--- config.mk ---
export PLATFORM = sky130hd
export DESIGN_NAME = flash_led_driver_regs
export DESIGN_NICKNAME = d
export VERILOG_FILES = /design/src/design/flash_regs_pkg.sv /design/src/design/flash_led_driver_regs.sv
export SDC_FILE = /design/constraint.sdc
export NUM_CORES = 1
export LEC_CHECK = 0
export ABC_AREA = 0
export ABC_CLOCK_PERIOD_IN_PS = 2600
export BUFFER_PORTS_ARGS = -buffer_cell sky130_fd_sc_hd__buf_2
export CAP_MARGIN = 10
export CORE_AREA = 2 2 108 110
export DETAILED_ROUTE_END_ITERATION = 7
export DIE_AREA = 0 0 110 112
export GPL_ROUTABILITY_DRIVEN = 0
export PLACE_DENSITY = 0.78
export SLEW_MARGIN = 20
export SYNTH_ARGS = -nofsm -noshare
export SYNTH_HDL_FRONTEND = slang
export SYNTH_SLANG_ARGS = --single-unit
--- constraint.sdc ---
create_clock -name clk -period 2.6 [get_ports clk]
set_clock_uncertainty 0.1 [all_clocks]
set_input_delay 0.26 -clock clk [delete_from_list [all_inputs] [get_ports clk]]
set_output_delay 0.26 -clock clk [all_outputs]
set_load 0.05 [all_outputs]
--- src/design/flash_regs_pkg.sv ---
// constants for the flash led driver register bank and its serial slave
//Operation
//- answer only slave address 0x63
//- direction bit zero writes, one reads
//- write bytes are index then data
//- registers load listed defaults on reset
//- enable bit 7 gates rf sync pin
//- enable bit 6 picks level or edge strobe
//- bit 5 strobe pin, bit 4 torch pin
//- mode 00 standby 01 ir 10 torch 11 flash
//- led enable field off 00, on 11
//- monitor bit 6 enables undervoltage lockout
//- threshold code 2.9 to 3.6 V, hysteresis bit
//- action field selects current adjustment style
//- action bits change only while idle
//- six bit flash current code, default 111111
//- seven bit torch code, bit 7 one
//- boost bit 7 write causes software reset
//- boost bits 3..0 short, pass, frequency, limit
//- temperature bit 6 sets torch polarity
//- bits 5 and 4 thermistor fault enables
//- thermistor threshold code, default 100
//- temperature bit 0 picks torch or thermistor
//- acknowledge received bytes, not sent bytes
//- reading first flag register clears it
package flash_regs_pkg;
    localparam logic [6:0] SLAVE_ADDR = 7'h63;
    localparam logic [7:0] IDX_ENABLE = 8'h01;
    localparam logic [7:0] IDX_MONITOR = 8'h02;
    localparam logic [7:0] IDX_FLASH = 8'h03;
    localparam logic [7:0] IDX_TORCH = 8'h05;
    localparam logic [7:0] IDX_BOOST = 8'h07;
    localparam logic [7:0] IDX_TIMING = 8'h08;
    localparam logic [7:0] IDX_THERM = 8'h09;
    localparam logic [7:0] IDX_FAULT_FLAGS_FIRST = 8'h0a;
    localparam logic [7:0] IDX_FLAGS2 = 8'h0b;
    localparam logic [7:0] IDX_IDENT = 8'h0c;
    localparam logic [7:0] IDX_LAST = 8'h0d;
    localparam logic [7:0] RST_ENABLE = 8'h80;
    localparam logic [7:0] RST_MONITOR = 8'h01;
    localparam logic [7:0] RST_FLASH = 8'hbf;
    localparam logic [7:0] RST_TORCH = 8'hbf;
    localparam logic [7:0] RST_BOOST = 8'h09;
    localparam logic [7:0] RST_TIMING = 8'h1a;
    localparam logic [7:0] RST_THERM = 8'h08;
    // writable and status bit masks, reserved bits zero
    localparam logic [7:0] MSK_ENABLE = 8'hff;
    localparam logic [7:0] MSK_MONITOR = 8'h7f;
    localparam logic [7:0] MSK_BOOST = 8'h0f;
    localparam logic [7:0] MSK_THERM = 8'h7f;
    localparam logic [7:0] MSK_FLAGS2 = 8'h1f;
    localparam logic [7:0] MSK_LAST = 8'h7f;
    localparam int BIT_SW_RESET = 7;
    localparam logic [1:0] MODE_STANDBY = 2'b00;
    localparam logic [1:0] MODE_IR = 2'b01;
    localparam logic [1:0] MODE_TORCH = 2'b10;
    localparam logic [1:0] MODE_FLASH = 2'b11;
    localparam logic [1:0] LED_OFF = 2'b00;
    localparam logic [1:0] LED_ON = 2'b11;
    // arbitrary identity value
    localparam logic [7:0] IDENT_VALUE = 8'h00;
    typedef enum logic [2:0] {
        ST_IDLE = 3'b000,
        ST_ADDR = 3'b001,
        ST_ACK = 3'b011,
        ST_DATA = 3'b010,
        ST_SEND = 3'b110,
        ST_RACK = 3'b111
    } slave_state_e;
endpackage : flash_regs_pkg

--- src/design/flash_led_driver_regs.sv ---
// serial slave and register bank of the flash led driver
`timescale 1ns/100ps
module flash_led_driver_regs (
    // clock and reset
    input wire logic clk,
    input wire logic sys_rst,
    // serial link pins
    input wire logic scl_in,
    input wire logic sda_in,
    output logic sda_out,
    output logic sda_oe,
    // status from the analog side
    input wire logic [7:0] fault_fault_flags_first_set,
    input wire logic [7:0] fault_flags2_set,
    input wire logic [6:0] applied_flash_code,
    input wire logic device_active,
    // decoded controls
    output logic rf_sync_enable,
    output logic strobe_edge,
    output logic strobe_pin_enable,
    output logic torch_pin_enable,
    output logic [1:0] operating_mode_bits,
    output logic [1:0] led_enable,
    output logic undervoltage_lockout_enable,
    output logic [2:0] monitor_threshold,
    output logic monitor_hysteresis,
    output logic [1:0] monitor_action,
    output logic [5:0] flash_code,
    output logic [6:0] torch_code,
    output logic short_detect_enable,
    output logic pass_mode_only,
    output logic freq_4mhz,
    output logic limit_high,
    output logic [7:0] timing_value,
    output logic torch_active_low,
    output logic thermistor_open_enable,
    output logic thermistor_short_enable,
    output logic [2:0] thermistor_threshold,
    output logic thermistor_select
);
    // input synchronisers, three stages
    logic [2:0] scl_sync_q;
    logic [2:0] sda_sync_q;
    logic scl_q;
    logic sda_q;
    always_ff @(posedge clk) begin
        if (sys_rst) begin
            scl_sync_q <= 3'h7;
            sda_sync_q <= 3'h7;
            scl_q <= 1'b1;
            sda_q <= 1'b1;
        end else begin
            scl_sync_q <= {scl_sync_q[1:0], scl_in};
            sda_sync_q <= {sda_sync_q[1:0], sda_in};
            if (scl_sync_q[1] == scl_sync_q[2]) scl_q <= scl_sync_q[2];
            if (sda_sync_q[1] == sda_sync_q[2]) sda_q <= sda_sync_q[2];
        end
    end

    // settled pin edges and bus conditions
    logic scl_now;
    logic sda_now;
    logic scl_rise;
    logic scl_fall;
    logic start_cond;
    logic stop_cond;
    assign scl_now = (scl_sync_q[1] == scl_sync_q[2]) ? scl_sync_q[2] : scl_q;
    assign sda_now = (sda_sync_q[1] == sda_sync_q[2]) ? sda_sync_q[2] : sda_q;
    assign scl_rise = scl_now & ~scl_q;
    assign scl_fall = ~scl_now & scl_q;
    assign start_cond = scl_q & scl_now & sda_q & ~sda_now;
    assign stop_cond = scl_q & scl_now & ~sda_q & sda_now;

    // register storage
    logic [7:0] enable_control_q;
    logic [7:0] voltage_monitor_config_q;
    logic [7:0] flash_current_level_q;
    logic [7:0] torch_current_level_q;
    logic [7:0] boost_config_q;
    logic [7:0] timing_config_q;
    logic [7:0] thermistor_config_q;
    logic [7:0] fault_flags_first_q;
    logic [7:0] fault_flags_second_q;
    logic [7:0] last_applied_flash_code_q;

    // slave state
    flash_regs_pkg::slave_state_e state_q;
    logic [3:0] bit_cnt_q;
    logic [7:0] shift_q;
    logic [7:0] index_q;
    logic have_index_q;
    logic reading_q;
    logic nack_q;
    logic wr_stb;
    logic rd_stb;
    logic soft_rst;
    logic any_rst;
    assign soft_rst = wr_stb && index_q == flash_regs_pkg::IDX_BOOST && shift_q[flash_regs_pkg::BIT_SW_RESET];
    assign any_rst = sys_rst | soft_rst;

    // read data mux, unmapped indices read zero
    logic [7:0] rd_data;
    always_comb begin
        case (index_q)
            flash_regs_pkg::IDX_ENABLE: rd_data = enable_control_q;
            flash_regs_pkg::IDX_MONITOR: rd_data = voltage_monitor_config_q;
            flash_regs_pkg::IDX_FLASH: rd_data = flash_current_level_q;
            flash_regs_pkg::IDX_TORCH: rd_data = torch_current_level_q;
            flash_regs_pkg::IDX_BOOST: rd_data = boost_config_q;
            flash_regs_pkg::IDX_TIMING: rd_data = timing_config_q;
            flash_regs_pkg::IDX_THERM: rd_data = thermistor_config_q;
            flash_regs_pkg::IDX_FAULT_FLAGS_FIRST: rd_data = fault_flags_first_q;
            flash_regs_pkg::IDX_FLAGS2: rd_data = fault_flags_second_q;
            flash_regs_pkg::IDX_IDENT: rd_data = flash_regs_pkg::IDENT_VALUE;
            flash_regs_pkg::IDX_LAST: rd_data = last_applied_flash_code_q;
            default: rd_data = 8'h00;
        endcase
    end

    // byte level state machine
    always_ff @(posedge clk) begin
        wr_stb <= 1'b0;
        rd_stb <= 1'b0;
        if (sys_rst) begin
            state_q <= flash_regs_pkg::ST_IDLE;
            bit_cnt_q <= 4'h0;
            shift_q <= 8'h00;
            index_q <= 8'h00;
            have_index_q <= 1'b0;
            reading_q <= 1'b0;
            nack_q <= 1'b0;
            sda_out <= 1'b1;
            sda_oe <= 1'b0;
        end else if (start_cond) begin
            state_q <= flash_regs_pkg::ST_ADDR;
            bit_cnt_q <= 4'h0;
            have_index_q <= 1'b0;
            sda_oe <= 1'b0;
        end else if (stop_cond) begin
            state_q <= flash_regs_pkg::ST_IDLE;
            sda_oe <= 1'b0;
        end else begin
            case (state_q)
                flash_regs_pkg::ST_IDLE: begin
                    sda_oe <= 1'b0;
                end
                flash_regs_pkg::ST_ADDR, flash_regs_pkg::ST_DATA: begin
                    if (scl_rise) begin
                        shift_q <= {shift_q[6:0], sda_now};
                        bit_cnt_q <= bit_cnt_q + 4'h1;
                    end
                    if (scl_fall && bit_cnt_q == 4'h8) begin
                        bit_cnt_q <= 4'h0;
                        if (state_q == flash_regs_pkg::ST_ADDR) begin
                            if (shift_q[7:1] == flash_regs_pkg::SLAVE_ADDR) begin
                                reading_q <= shift_q[0];
                                state_q <= flash_regs_pkg::ST_ACK;
                                sda_out <= 1'b0;
                                sda_oe <= 1'b1;
                            end else begin
                                state_q <= flash_regs_pkg::ST_IDLE;
                            end
                        end else begin
                            state_q <= flash_regs_pkg::ST_ACK;
                            sda_out <= 1'b0;
                            sda_oe <= 1'b1;
                            if (!have_index_q) begin
                                index_q <= shift_q;
                                have_index_q <= 1'b1;
                            end else begin
                                wr_stb <= 1'b1;
                            end
                        end
                    end
                end
                flash_regs_pkg::ST_ACK: begin
                    if (scl_fall) begin
                        if (reading_q) begin
                            state_q <= flash_regs_pkg::ST_SEND;
                            shift_q <= {rd_data[6:0], 1'b0};
                            sda_out <= rd_data[7];
                            sda_oe <= ~rd_data[7];
                            bit_cnt_q <= 4'h1;
                            rd_stb <= 1'b1;
                        end else begin
                            state_q <= flash_regs_pkg::ST_DATA;
                            sda_oe <= 1'b0;
                        end
                    end
                end
                flash_regs_pkg::ST_SEND: begin
                    if (scl_fall) begin
                        if (bit_cnt_q == 4'h8) begin
                            state_q <= flash_regs_pkg::ST_RACK;
                            sda_oe <= 1'b0;
                        end else begin
                            sda_out <= shift_q[7];
                            sda_oe <= ~shift_q[7];
                            shift_q <= {shift_q[6:0], 1'b0};
                            bit_cnt_q <= bit_cnt_q + 4'h1;
                        end
                    end
                end
                flash_regs_pkg::ST_RACK: begin
                    // master ack on the ninth rise moves to the next index
                    if (scl_rise) begin
                        nack_q <= sda_now;
                        if (!sda_now) index_q <= index_q + 8'h01;
                    end
                    if (scl_fall) begin
                        if (nack_q) begin
                            state_q <= flash_regs_pkg::ST_IDLE;
                            sda_oe <= 1'b0;
                        end else begin
                            // next byte's msb goes out on this same fall
                            state_q <= flash_regs_pkg::ST_SEND;
                            shift_q <= {rd_data[6:0], 1'b0};
                            sda_out <= rd_data[7];
                            sda_oe <= ~rd_data[7];
                            bit_cnt_q <= 4'h1;
                            rd_stb <= 1'b1;
                        end
                    end
                end
                default: state_q <= flash_regs_pkg::ST_IDLE;
            endcase
        end
    end

    // control register writes, defaults on either reset
    always_ff @(posedge clk) begin
        if (any_rst) begin
            enable_control_q <= flash_regs_pkg::RST_ENABLE;
            voltage_monitor_config_q <= flash_regs_pkg::RST_MONITOR;
            flash_current_level_q <= flash_regs_pkg::RST_FLASH;
            torch_current_level_q <= flash_regs_pkg::RST_TORCH;
            boost_config_q <= flash_regs_pkg::RST_BOOST;
            timing_config_q <= flash_regs_pkg::RST_TIMING;
            thermistor_config_q <= flash_regs_pkg::RST_THERM;
        end else if (wr_stb) begin
            case (index_q)
                flash_regs_pkg::IDX_ENABLE: enable_control_q <= shift_q;
                flash_regs_pkg::IDX_MONITOR: begin
                    // action bits held while active
                    if (device_active) begin
                        voltage_monitor_config_q <= {shift_q[7:2] & flash_regs_pkg::MSK_MONITOR[7:2],
                                                     voltage_monitor_config_q[1:0]};
                    end else begin
                        voltage_monitor_config_q <= shift_q & flash_regs_pkg::MSK_MONITOR;
                    end
                end
                flash_regs_pkg::IDX_FLASH: flash_current_level_q <= shift_q;
                flash_regs_pkg::IDX_TORCH: torch_current_level_q <= shift_q;
                flash_regs_pkg::IDX_BOOST: boost_config_q <= shift_q & flash_regs_pkg::MSK_BOOST;
                flash_regs_pkg::IDX_TIMING: timing_config_q <= shift_q;
                flash_regs_pkg::IDX_THERM: thermistor_config_q <= shift_q & flash_regs_pkg::MSK_THERM;
                default: ;
            endcase
        end
    end

    // fault flags, set wins over read clear
    logic rd_fault_flags_first;
    assign rd_fault_flags_first = rd_stb && index_q == flash_regs_pkg::IDX_FAULT_FLAGS_FIRST;
    always_ff @(posedge clk) begin
        if (any_rst) begin
            fault_flags_first_q <= 8'h00;
            fault_flags_second_q <= 8'h00;
            last_applied_flash_code_q <= 8'h00;
        end else begin
            fault_flags_first_q <= (rd_fault_flags_first ? 8'h00 : fault_flags_first_q) | fault_fault_flags_first_set;
            fault_flags_second_q <= fault_flags_second_q | (fault_flags2_set & flash_regs_pkg::MSK_FLAGS2);
            last_applied_flash_code_q <= {1'b0, applied_flash_code} & flash_regs_pkg::MSK_LAST;
        end
    end

    // decoded control outputs, registered
    always_ff @(posedge clk) begin
        if (sys_rst) begin
            rf_sync_enable <= 1'b0;
            strobe_edge <= 1'b0;
            strobe_pin_enable <= 1'b0;
            torch_pin_enable <= 1'b0;
            operating_mode_bits <= flash_regs_pkg::MODE_STANDBY;
            led_enable <= flash_regs_pkg::LED_OFF;
            undervoltage_lockout_enable <= 1'b0;
            monitor_threshold <= 3'h0;
            monitor_hysteresis <= 1'b0;
            monitor_action <= 2'h0;
            flash_code <= 6'h00;
            torch_code <= 7'h00;
            short_detect_enable <= 1'b0;
            pass_mode_only <= 1'b0;
            freq_4mhz <= 1'b0;
            limit_high <= 1'b0;
            timing_value <= 8'h00;
            torch_active_low <= 1'b0;
            thermistor_open_enable <= 1'b0;
            thermistor_short_enable <= 1'b0;
            thermistor_threshold <= 3'h0;
            thermistor_select <= 1'b0;
        end else begin
            rf_sync_enable <= enable_control_q[7];
            strobe_edge <= enable_control_q[6];
            strobe_pin_enable <= enable_control_q[5];
            torch_pin_enable <= enable_control_q[4];
            operating_mode_bits <= enable_control_q[3:2];
            // illegal codes treated as off
            led_enable <= (enable_control_q[1:0] == flash_regs_pkg::LED_ON) ? flash_regs_pkg::LED_ON
                                                                            : flash_regs_pkg::LED_OFF;
            undervoltage_lockout_enable <= voltage_monitor_config_q[6];
            monitor_threshold <= voltage_monitor_config_q[5:3];
            monitor_hysteresis <= voltage_monitor_config_q[2];
            monitor_action <= voltage_monitor_config_q[1:0];
            flash_code <= flash_current_level_q[5:0];
            torch_code <= torch_current_level_q[6:0];
            short_detect_enable <= boost_config_q[3];
            pass_mode_only <= boost_config_q[2];
            freq_4mhz <= boost_config_q[1];
            limit_high <= boost_config_q[0];
            timing_value <= timing_config_q;
            torch_active_low <= thermistor_config_q[6];
            thermistor_open_enable <= thermistor_config_q[5];
            thermistor_short_enable <= thermistor_config_q[4];
            thermistor_threshold <= thermistor_config_q[3:1];
            thermistor_select <= thermistor_config_q[0];
        end
    end

    // checks
    rst_defaults_a: assert property (@(posedge clk) $past(sys_rst) |-> enable_control_q == 8'h80
        && flash_current_level_q == 8'hbf && timing_config_q == 8'h1a) else $error("reset default wrong");
    addr_match_a: assert property (@(posedge clk) disable iff (sys_rst)
        (state_q == flash_regs_pkg::ST_ADDR && $past(state_q) == flash_regs_pkg::ST_ADDR ##1
        state_q == flash_regs_pkg::ST_ACK && $past(state_q) == flash_regs_pkg::ST_ADDR)
        |-> $past(shift_q[7:1], 2) == 7'h63) else $error("ack for foreign address");
    ack_drive_a: assert property (@(posedge clk) disable iff (sys_rst)
        (state_q == flash_regs_pkg::ST_ACK && !reading_q) |-> (sda_oe && !sda_out)) else $error("no ack drive");
    no_read_ack_a: assert property (@(posedge clk) disable iff (sys_rst)
        state_q == flash_regs_pkg::ST_RACK |-> !sda_oe) else $error("acked own byte");
    soft_reset_a: assert property (@(posedge clk) disable iff (sys_rst)
        soft_rst |=> boost_config_q == 8'h09 && enable_control_q == 8'h80) else $error("soft reset missed");
    flags_clear_a: assert property (@(posedge clk) disable iff (any_rst)
        rd_fault_flags_first |=> fault_flags_first_q == $past(fault_fault_flags_first_set)) else $error("flags not cleared");
    action_hold_a: assert property (@(posedge clk) disable iff (any_rst)
        (wr_stb && device_active) |=> $stable(voltage_monitor_config_q[1:0])) else $error("action changed");
    reserved_zero_a: assert property (@(posedge clk) disable iff (sys_rst)
        boost_config_q[6:4] == 3'h0 && voltage_monitor_config_q[7] == 1'b0 && !thermistor_config_q[7])
        else $error("reserved bit set");
    mode_track_a: assert property (@(posedge clk) disable iff (sys_rst)
        ##2 operating_mode_bits == $past(enable_control_q[3:2])) else $error("mode decode stale");
    // led field only ever leaves as off or on
    led_legal_a: assert property (@(posedge clk) disable iff (sys_rst)
        led_enable == flash_regs_pkg::LED_OFF || led_enable == flash_regs_pkg::LED_ON)
        else $error("led code illegal");
    // a foreign address drops back to idle with the line released
    addr_refuse_a: assert property (@(posedge clk) disable iff (sys_rst)
        (state_q == flash_regs_pkg::ST_ADDR && scl_fall && bit_cnt_q == 4'h8
        && shift_q[7:1] != flash_regs_pkg::SLAVE_ADDR)
        |=> (state_q == flash_regs_pkg::ST_IDLE && !sda_oe)) else $error("foreign address taken");
    // main scenarios
    wr_cov: cover property (@(posedge clk) wr_stb && index_q == flash_regs_pkg::IDX_ENABLE);
    foreign_cov: cover property (@(posedge clk) state_q == flash_regs_pkg::ST_ADDR && scl_fall
        && bit_cnt_q == 4'h8 && shift_q[7:1] != flash_regs_pkg::SLAVE_ADDR);
    burst_cov: cover property (@(posedge clk) state_q == flash_regs_pkg::ST_RACK && scl_fall && !nack_q);
    rd_cov: cover property (@(posedge clk) rd_fault_flags_first);
    srst_cov: cover property (@(posedge clk) soft_rst);
endmodule : flash_led_driver_regs

# Word-level counts from Yosys, hierarchy flattened
# Index checks and enable logic that the tools add are counted.
[word_totals] regBits=160 out_inout_bits=49
[op_classes] n_addsub=2 eq_ne=41 muxes=66 n_bitwise=23 reduce_logical=30
[ops] operator="two-way mux 8 bit" count=13
[ops] operator="one-hot mux 8 bit (10 select lines)" count=1
[ops] operator="equality test 8 x 4 -> 1 bit (second input constant)" count=5
[ops] operator="two-way mux 4 bit" count=8
[ops] operator="one-hot mux 8 bit (4 select lines)" count=1
[ops] operator="two-way mux 1 bit" count=27
[ops] operator="!= test 2 bit (second input constant)" count=13
[ops] operator="two-way mux 3 bit" count=8
[ops] operator="AND reduction 6 bit" count=4
[ops] operator="!= test 4 bit (second input constant)" count=5
[ops] operator="equality test 8 x 2 -> 1 bit (second input constant)" count=2
[ops] operator="equality test 8 x 3 -> 1 bit (second input constant)" count=2
[ops] operator="one-hot mux 4 bit (4 select lines)" count=1
[ops] operator="one-hot mux 8 bit (2 select lines)" count=1
[ops] operator="one-hot mux 3 bit (5 select lines)" count=1
[ops] operator="AND reduction 2 bit" count=7
[ops] operator="NOT 1 bit" count=13
[ops] operator="AND reduction 11 bit" count=1
[ops] operator="AND reduction 10 bit" count=1
[ops] operator="!= test 3 bit (second input constant)" count=3
[ops] operator="AND reduction 9 bit" count=1
[ops] operator="adder 8 x 1 -> 8 bit (second input constant)" count=1
[ops] operator="equality test 8 x 1 -> 1 bit (second input constant)" count=1
[ops] operator="OR 8 x 5 -> 8 bit" count=1
[ops] operator="26 further kinds" count=41

# Longest topological paths before layout
# Gate-level depths: netlist of run 1.
[logic_depth] depth_word=9 mapped_depth=10 depth_no_buf=7

# Least setup slack after synthesis of run 1
# OpenSTA, ideal clock, no wires.
[synth_path] kind="reg2reg" from="reg state_q[0]" to="reg shift_q[1]" setup_time_ns=0.079 t_arrival_ns=1.935 t_required_ns=2.421 setup_slack_ns=0.485 path_stages_with_launch=8 n_path_buf=2 cell_sequence="dfxtp_1 > buf_4 > or3b_2 > a21o_1 > a2111oi_4 > buf_6 > nor2_1 > a211oi_2"
[synth_via] elab_chain_len=4
[synth_rtl] item="from (decl)" line_no="flash_led_driver_regs.sv:87" text="flash_regs_pkg::slave_state_e state_q;"
[synth_rtl] item="from (signal assigned)" line_no="flash_led_driver_regs.sv:125" text="state_q <= flash_regs_pkg::ST_IDLE;"
[synth_rtl] item="from (signal assigned)" line_no="flash_led_driver_regs.sv:135" text="state_q <= flash_regs_pkg::ST_ADDR;"
[synth_rtl] item="from (signal assigned)" line_no="flash_led_driver_regs.sv:140" text="state_q <= flash_regs_pkg::ST_IDLE;"
[synth_rtl] item="equality test 3 x 1 -> 1 bit / equality test 3 x 2 -> 1 bit (equally long branches)" line_no="flash_led_driver_regs.sv:143" text="case (state_q)"
[synth_rtl] item="OR reduction 2 bit" line_no="flash_led_driver_regs.sv:143"
[synth_rtl] item="!= test 2 bit (no source line) / nonzero test 4 bit (equally long branches)"
[synth_rtl] item="AND reduction 10 bit (no source line)"
[synth_rtl] item="to (signal assigned)" line_no="flash_led_driver_regs.sv:149" text="shift_q <= {shift_q[6:0], sda_now};"
[synth_rtl] item="to (signal assigned)" line_no="flash_led_driver_regs.sv:180" text="shift_q <= {rd_data[6:0], 1'b0};"
[synth_rtl] item="to (signal assigned)" line_no="flash_led_driver_regs.sv:199" text="shift_q <= {shift_q[6:0], 1'b0};"
[synth_rtl] item="to (decl)" line_no="flash_led_driver_regs.sv:89" text="logic [7:0] shift_q;"
# Parallel ways exist; a longest one is shown, timed or not.
# A chain may end at the register's enable or synchronous reset.

# Final worst setup path of run 1
[layout_path] from="reg index_q[0]" to="reg enable_control_q[2]"
[layout_via] elab_chain_len=4
[layout_rtl] item="from (decl)" line_no="flash_led_driver_regs.sv:90" text="logic [7:0] index_q;"
[layout_rtl] item="from (signal assigned)" line_no="flash_led_driver_regs.sv:168" text="index_q <= shift_q;"
[layout_rtl] item="from (signal assigned)" line_no="flash_led_driver_regs.sv:208" text="if (!sda_now) index_q <= index_q + 8'h01;"
[layout_rtl] item="equality test 8 x 3 -> 1 bit" line_no="flash_led_driver_regs.sv:98" text="assign soft_rst = wr_stb && index_q == flash_regs_pkg::IDX_BOOST && shift_q[flash_regs_pkg::BIT_SW_RESET];"
[layout_rtl] item="logical AND 1 bit (2 in a row)" line_no="flash_led_driver_regs.sv:98"
[layout_rtl] item="OR 1 bit" line_no="flash_led_driver_regs.sv:99" text="assign any_rst = sys_rst | soft_rst;"
[layout_rtl] item="to (signal assigned)" line_no="flash_led_driver_regs.sv:233" text="enable_control_q <= flash_regs_pkg::RST_ENABLE;"
[layout_rtl] item="to (signal assigned)" line_no="flash_led_driver_regs.sv:242" text="flash_regs_pkg::IDX_ENABLE: enable_control_q <= shift_q;"
[layout_rtl] item="to (decl)" line_no="flash_led_driver_regs.sv:75" text="logic [7:0] enable_control_q;"
# Parallel ways exist; a longest one is shown, timed or not.

==> results.json, run 1 <==
{
  "cts_buffers": 17,
  "cellLeakagePower_nw": 3.304,
  "rsz0062_at_grt": "false",
  "synthesis.area_sq_um": 6326,
  "setup_tns_ps": 0,
  "area_delta_synth_final_pct": 21.06,
  "grt_pass1_vias": 5200,
  "synth_top_cell_by_area": "dfxtp_1",
  "viasPerCell": 5.962,
  "final_common_cell": "dfxtp_1",
  "synth_sequential_area_ratio_pct": 48.73,
  "wl_per_cell_um": 17.74,
  "worst_pin_slew_ps": 709.8,
  "cts_max_level": 4,
  "grt_max_degree": 36,
  "fin_nets": 817,
  "finalCritPeriodShare_pct": 96.65,
  "swShare_pct": 22.04,
  "grt_overflow": 0,
  "core_area_sq_um": 11170,
  "cts.sinks": 154,
  "max_freq_ghz": 0.3980,
  "seqPwrFrac_pct": 48.8,
  "final_cell_count_no_fill": 939,
  "cts_buffer_depth": 2,
  "p_per_area_nw_per_um2": 648.0,
  "io_buffers": 73,
  "async_flop_share_pct": 0,
  "clkLatencyLatePin_ps": 430,
  "dr.first_iter.drc_count": 542,
  "postLayoutCoreUtil_pct": 68.54,
  "ir_drop_mv": 0.5263,
  "setup_violations": 0,
  "ys.warnings.count": 0,
  "drc": 0,
  "rows": 39,
  "via_count": 5598,
  "cts_tree": "yes",
  "placedCellCount": 885,
  "slew_violations": 0,
  "crit_arrival_ps": 2720,
  "critPathLaunchType": "flop",
  "hold_violations": 0,
  "power_mw": 4.963,
  "internal-power_mw": 3.869,
  "cts-resized-gates": 0,
  "ys_ff_latch": 154,
  "dp_hpwl_mm": 11.25,
  "p_clk_share_pct": 47.1,
  "final_cell_mix": "154 x dfxtp_1, 80 x nand2_1, 73 x buf_2",
  "synth_edf_count": 0,
  "cts.clk_slew.worst_paths_ps": 60,
  "insertedDiodeCount": 0,
  "clock-root-buffer": "clkbuf_16",
  "ys.flop_type": "dfxtp_1",
  "cp-end-kind": "flop",
  "power_switching_mw": 1.094,
  "hold_class": "in -> reg",
  "drt-total-wl_mm": 16.66,
  "dieArea_sq_um": 12320,
  "syn_area_per_cell_sq_um": 9.089,
  "pwr-share-comb_pct": 4.1,
  "die_h_um": 112,
  "holdBufCountCts": 22,
  "cap_violations": 0,
  "io_pins": 77,
  "yosysTopAreaCellShare_pct": 48.73,
  "whs_ps": 33.82,
  "ant_nets": 0,
  "status": "complete, no violations",
  "synth_cells": 696,
  "die_w_um": 110,
  "synth_fp_nets": 730,
  "drive_gt1_share_pct": 18.47,
  "crit_required_ps": 2810,
  "period_needed_ps": 2513,
  "synthDistinctLibCells": 67,
  "grt_pass1_wl_mm": 26.04,
  "firstDrtPassIters": 6,
  "grt_antenna_before_repair": 0,
  "post_cts.repair.setup_buffers": 0,
  "start_util_pct": 56.61,
  "path_max_fanout": 12,
  "grt.total_usage_pct": 27.70,
  "critical_path_class": "reg -> reg",
  "slew_headroom_pct": 52.58,
  "synth_area_leaders": "dfxtp_1 49%, mux2i_1 7.0%, nor2b_1 5.2%"
}
state kept, by name, summed over array words and instances (netlist names), 5 cells and up:
| name | flops |
|---|---|
| enable_control_q | 8 |
| fault_flags_first_q | 8 |
| flash_current_level_q | 8 |
| index_q | 8 |
| shift_q | 8 |
| timing_config_q | 8 |
| timing_value | 8 |
| torch_current_level_q | 8 |
| last_applied_flash_code_q | 7 |
| thermistor_config_q | 7 |
| torch_code | 7 |
| voltage_monitor_config_q | 7 |
| flash_code | 6 |
| fault_flags_second_q | 5 |
power groups by stage:
stage	registers, mW	clock network, mW	logic (mW)
2_1_floorplan	2.53	0	0.0639
3_3_place_gp	2.47	0	0.172
3_5_place_dp	2.47	0	0.177
4_1_cts	2.42	2.36	0.203
5_1_grt	2.42	2.46	0.219
6_report	2.42	2.34	0.204
path summary, 6_finish.rpt:
check	start	to	slack [ps]	depth (start not counted)
worst max-delay path	index_q[0]	enable_control_q[2]	90	6
worst min-delay path	device_active	voltage_monitor_config_q[0]	30	3
worst max register to register	index_q[0]	enable_control_q[2]	90	6
worst min register to register	scl_sync_q[0]	scl_sync_q[1]	310	1
cells in the mapped netlist, types with 2 or more instances:
master and count:
and3_1 6, a31oi_1 6, nand2_1 80, nor2_1 61, o41ai_1 4, nor4_1 2, buf_2 10, a222oi_1 3
and4_1 2, or2_2 7, dfxtp_1 154, o21a_1 3, a21oi_1 34, clkbuf_1 40, and3b_1 2, nor3_1 9
nand2b_1 3, buf_1 2, nand4_1 6, or3b_2 2, nand3_1 29, a311oi_1 8, a21o_1 7, inv_1 7
o311ai_1 2, a221oi_1 4, a22oi_1 11, nor4b_1 2, a22o_1 3, o31ai_1 5, buf_4 2, o211a_1 2
ha_1 6, mux2i_1 44, and2_1 12, nand4b_1 2, o211ai_1 3, o21ai_0 20, o21ai_1 2, a211oi_1 7
nand3b_1 3, nor2b_1 53, a211o_1 2
per-layer routing:
layer | vias up | GRT usage (%) | wire length (um)
met3 | 62 | 7.377 | 1550
met5 | - | 0 | 0
met1 | 2601 | 35.62 | 6680
li1 | 2612 | - | -
met4 | 0 | 13.67 | 642
met2 | 323 | 42.66 | 7784
final cells by class:
class	count	area, sq um
Clock buffer	23	478.0
Inverter	7	26.28
Fill cell	823	3516
Timing Repair Buffer	123	808.3
Clock inverter	9	90.09
Sequential cell	154	3083
Multi-Input combinational cell	480	2994
Tap cell	143	178.9
per-stage QoR:
step                      instance area [sq um]  worst slack [ps]
after floorplan                            6326             485.4
after global placement                     6863             171.8
after detailed placement                   6863             18.76
after CTS                                  7651             5.530
after global routing                       7659             19.24
final                                      7659             87.17
cell families (layout without fill, tap and decap cells):
group | after synthesis | in the layout | share of synthesized area, %
buf+inv | 62 | 162 | 4.114
compound gates | 138 | 138 | 15.35
mux | 45 | 45 | 7.318
flops | 154 | 154 | 48.73
simple gates | 289 | 289 | 23.00
xor+xnor | 1 | 1 | 0.1385
fa+ha+maj | 7 | 7 | 1.345
critical path: stages (launching register included):
cell and delay (ps):
dfxtp_1 460, ha_1 490, buf_4 300, buf_4 150, nand3_1 440, mux2i_1 390
nor2_1 60
(Power assumes the default switching activity.)
==> run 2, diff against run 1 <==
- ABC_CLOCK_PERIOD_IN_PS: 2600 -> 2200
- CORE_AREA: 2 2 108 110 -> 2 2 114 116
- DIE_AREA: 0 0 110 112 -> 0 0 116 118
- PLACE_DENSITY: 0.78 -> 0.74
- clock period: 2.6 -> 2.2 ns (I/O delays scaled with it)
==> results.json, run 2 (synthesized netlist as in run 1, its figures left out) <==
{
  "die_h_um": 118,
  "final_common_cell": "dfxtp_1",
  "grt_antenna_before_repair": 0,
  "core_area_sq_um": 12410,
  "period_needed_ps": 2162,
  "cts.sinks": 154,
  "cts_buffer_depth": 2,
  "worst_pin_slew_ps": 709.7,
  "die_w_um": 116,
  "path_max_fanout": 8,
  "grt_overflow": 0,
  "fin_area_sq_um": 8041,
  "cellLeakagePower_nw": 3.489,
  "hold_violations": 0,
  "reg2reg_slack_ps": 40,
  "postLayoutCoreUtil_pct": 64.78,
  "hold_class": "in -> reg",
  "grt.total_usage_pct": 25.65,
  "placedCellCount": 939,
  "cp-end-kind": "flop",
  "final_cell_count_no_fill": 999,
  "ant_nets": 0,
  "clock-root-buffer": "clkbuf_16",
  "start_util_pct": 50.96,
  "insertedDiodeCount": 0,
  "slowest_delay_ps": 460,
  "dr.first_iter.drc_count": 563,
  "wl_per_cell_um": 17.25,
  "rsz0062_at_grt": "true",
  "crit_required_ps": 2400,
  "firstDrtPassIters": 6,
  "area_delta_synth_final_pct": 27.12,
  "cts_max_level": 4,
  "io_buffers": 73,
  "crit_arrival_ps": 2360,
  "slew_headroom_pct": 52.58,
  "dieArea_sq_um": 13690,
  "grt_pass1_wl_mm": 26.98,
  "rr_startpoint": "state_q[1]",
  "ir_drop_mv": 0.4383,
  "rows": 41,
  "fin_nets": 848,
  "drc": 0,
  "max_freq_ghz": 0.4624,
  "min_to": "enable_control_q[7]",
  "r2r_end": "shift_q[5]",
  "via_count": 5738,
  "final_cell_mix": "152 x dfxtp_1, 80 x nand2_1, 73 x buf_2",
  "cts.clk_slew.worst_paths_ps": 60,
  "cts_buffers": 17,
  "hold_path_depth": 3,
  "hold_start": "sys_rst",
  "critPathLaunchType": "flop",
  "slew_violations": 0,
  "drt-total-wl_mm": 17.23,
  "setup_violations": 0,
  "dpl-instance-area_sq_um": 7112,
  "drive_gt1_share_pct": 22.49,
  "io_pins": 77,
  "p_per_area_nw_per_um2": 760.0,
  "r2r_cells": 7,
  "viasPerCell": 5.744,
  "cts_tree": "yes",
  "grt_pass1_vias": 5445,
  "cp_cell_sequence": "or3b_2, a21o_1, a2111oi_4, buf_6, buf_4, or3b_1, o211ai_2",
  "cap_violations": 0,
  "status": "complete, no violations",
  "dp_hpwl_mm": 11.41,
  "grt_max_degree": 44,
  "finalCritPeriodShare_pct": 98.29,
  "clkLatencyLatePin_ps": 430,
  "setup_tns_ps": 0,
  "critical_path_class": "reg -> reg",
  "crit_slowest_cell": "or3b_2"
}
==> run 2: worst max-delay path by stage <==
stage / cells past startpoint / end / startpoint / slack, ps
3_3_place_gp: 6 / flash_current_level_q[4] / index_q[4] / 80
6_report: 7 / shift_q[5] / state_q[1] / 40
4_1_cts: 6 / shift_q[7] / index_q[4] / 20
3_5_place_dp: 6 / flash_current_level_q[4] / index_q[4] / 60
5_1_grt: 7 / shift_q[5] / state_q[1] / -30
2_1_floorplan: 7 / shift_q[1] / state_q[0] / 90
==> run 2: per-stage QoR <==
stage / hold slack, ps / worst slack (ps) / total power [mW]
6_report: 152.0 / 37.52 / 6.111
5_1_grt: 159.1 / -26.34 / 6.298
4_1_cts: 207.6 / 19.12 / 6.143
3_5_place_dp: 298.8 / 57.31 / 3.135
3_3_place_gp: 292.0 / 80.64 / 3.129
2_1_floorplan: 223.8 / 85.42 / 3.060
==> run 2: layout make-up <==
type                       instances  area (sq um)
tap                              172         215.2
clock inverter                    13         168.9
multi-input combinational        480          3030
clock buffer                      19         442.9
timing repair buffer             154          1072
inverter                           7         26.28
sequential                       154          3085
fill                            1008          4373
==> run 2: repair_timing <==
item                                    CTS  global route
hold buffers                             23             0
buffers inserted                          0             4
gates resized for setup                   0            13
hold endpoints to repair                 24             0
endpoints found under the setup margin    0            33
==> run 2: metal layers <==
metal	wire length, um	vias up	global-route usage (%)
met4	458	0	10.12
met5	0	-	0
li1	-	2683	-
met2	8400	272	41.30
met3	1513	46	7.621
met1	6858	2737	32.05
==> run 2: critical path: cells and delay by family (launching register included) <==
kind / cells / cell delay (ps)
AO/OA/AOI/OAI: 3 / 700
AND/OR/NAND/NOR: 2 / 560
flip-flops: 1 / 350
buffers and inverters: 2 / 310
==> run 2: report_power, final <==
group,internal [mW],switching [mW],total [mW],leakage (nW)
clock,1.82,1.18,3.00,0.291
sequential,2.84,0.0208,2.86,1.26
combinational,0.0913,0.161,0.252,1.94
==> run 3, diff against run 2 <==
- ABC_CLOCK_PERIOD_IN_PS: 2200 -> 2000
- CORE_AREA: 2 2 114 116 -> 2 2 108 110
- DIE_AREA: 0 0 116 118 -> 0 0 110 112
- PLACE_DENSITY: 0.74 -> 0.78
- clock period: 2.2 -> 2 ns (I/O delays scaled with it)
==> results.json, run 3 (synthesized netlist as in run 1, its figures left out) <==
{
  "status": "complete, but fails checks",
  "violations": "negative setup slack",
  "grt.total_usage_pct": 29.91,
  "slowest_delay_ps": 350,
  "ant_nets": 0,
  "multiInputGateArea_sq_um": 3246,
  "final_cell_count_no_fill": 991,
  "cp_cell_sequence": "inv_1, ha_2, buf_12, a21o_1, a221oi_4, nor3_4, nand4_1, a311oi_2",
  "dr.first_iter.drc_count": 906,
  "grt_overflow": 0,
  "dp_hpwl_mm": 11.98,
  "dieArea_sq_um": 12320,
  "cts.clk_slew.worst_paths_ps": 60,
  "wl_per_cell_um": 20.38,
  "die_w_um": 110,
  "reg2reg_slack_ps": -150,
  "io_buffers": 73,
  "drt-total-wl_mm": 20.20,
  "clock-root-buffer": "clkbuf_16",
  "cp_top_family": "simple AND/OR/NAND/NOR gates",
  "core_area_sq_um": 11170,
  "cellLeakagePower_nw": 3.723,
  "seqPwrFrac_pct": 44.9,
  "hold_violations": 0,
  "pwr-share-comb_pct": 4.2,
  "fin_nets": 872,
  "fin_ws_ps": -154.0,
  "pre_cts_slack_ps": -148.9,
  "fillers": 684,
  "area_delta_synth_final_pct": 34.81,
  "insertedDiodeCount": 0,
  "rows": 39,
  "slew_violations": 0,
  "via_count": 6174,
  "hold_class": "in -> reg",
  "cap_violations": 0,
  "grt_pass1_vias": 5685,
  "start_util_pct": 56.61,
  "critical_path_class": "reg -> reg",
  "worst_pin_slew_ps": 565.3,
  "clkLatencyLatePin_ps": 430,
  "placedCellCount": 925,
  "cts_max_level": 4,
  "path_max_fanout": 16,
  "final_common_cell": "dfxtp_1",
  "power_switching_mw": 1.426,
  "whs_ps": 197.9,
  "crit_slowest_cell": "dfxtp_2",
  "ir_drop_mv": 0.7571,
  "setup_violations": 13,
  "drive_gt1_share_pct": 28.07,
  "final_cell_mix": "149 x dfxtp_1, 80 x nand2_1, 73 x buf_2",
  "viasPerCell": 6.230,
  "crit_required_ps": 2240,
  "max_freq_ghz": 0.4642,
  "grt_max_degree": 42,
  "swShare_pct": 20.34,
  "cp-end-kind": "flop",
  "cts_tree": "yes",
  "path_buf_inv": 2,
  "slew_headroom_pct": 62.31,
  "seq_area_sq_um": 3089,
  "critPathLaunchType": "flop",
  "p_per_area_nw_per_um2": 822.3,
  "finalCritPeriodShare_pct": 107.7,
  "drc": 0,
  "cts.sinks": 154,
  "power_mw": 7.013,
  "firstDrtPassIters": 8,
  "crit_arrival_ps": 2400,
  "io_pins": 77,
  "die_h_um": 112,
  "rsz0062_at_grt": "true",
  "period_needed_ps": 2154,
  "cts_buffers": 17,
  "internal-power_mw": 5.586,
  "postLayoutCoreUtil_pct": 76.32,
  "cts_buffer_depth": 2,
  "grt_pass1_wl_mm": 28.04,
  "grt_antenna_before_repair": 0,
  "p_clk_share_pct": 50.9
}
-- run 3: worst min-delay path, stage by stage --
cell     delay, ps
buf_2          260
a21oi_4        140
nand3_1         90
-- run 3: repair_timing --
item,CTS,global route
hold endpoints to repair,24,0
endpoints found under the setup margin,28,69
buffers inserted,1,10
hold buffers,23,0
pin swaps,0,19
gates cloned,0,3
resized for setup,14,48
-- run 3: power groups by stage --
stage | logic, mW | clock network [mW] | registers, mW
final | 0.294 | 3.57 | 3.15
after global routing | 0.311 | 3.70 | 3.15
after CTS | 0.278 | 3.57 | 3.15
after detailed placement | 0.239 | 0 | 3.21
after global placement | 0.234 | 0 | 3.21
after floorplan | 0.0832 | 0 | 3.28
-- run 3: routing by layer --
layer / up-vias / GRT usage (%) / wire length (um)
li1: 2725 / - / -
met5: - / 0 / 0
met2: 455 / 48.59 / 9606
met3: 116 / 8.080 / 2062
met1: 2878 / 36.06 / 7425
met4: 0 / 14.85 / 1101
-- run 3: per-stage QoR --
step                      TNS, ps  cell area, sq um
after floorplan            -158.0              6350
after global placement     -352.3              7229
after detailed placement    -1599              7229
after CTS                  -100.7              8182
after global routing        -2017              8528
final                      -864.2              8528
-- run 3: layout make-up --
type | count | area share [%]
multi-input combinational | 481 | 38.06
timing repair buffer | 177 | 15.61
tap | 143 | 2.098
inverter | 7 | 0.3081
clock buffer | 22 | 5.795
sequential | 154 | 36.22
clock inverter | 7 | 1.907
-- run 3: worst paths after layout --
path | start | end | depth (start not counted)
worst max register to register | index_q[0] | shift_q[2] | 8
worst min-delay path | sys_rst | torch_current_level_q[1] | 3
worst min register to register | sda_sync_q[0] | sda_sync_q[1] | 1
worst max-delay path | index_q[0] | shift_q[2] | 8
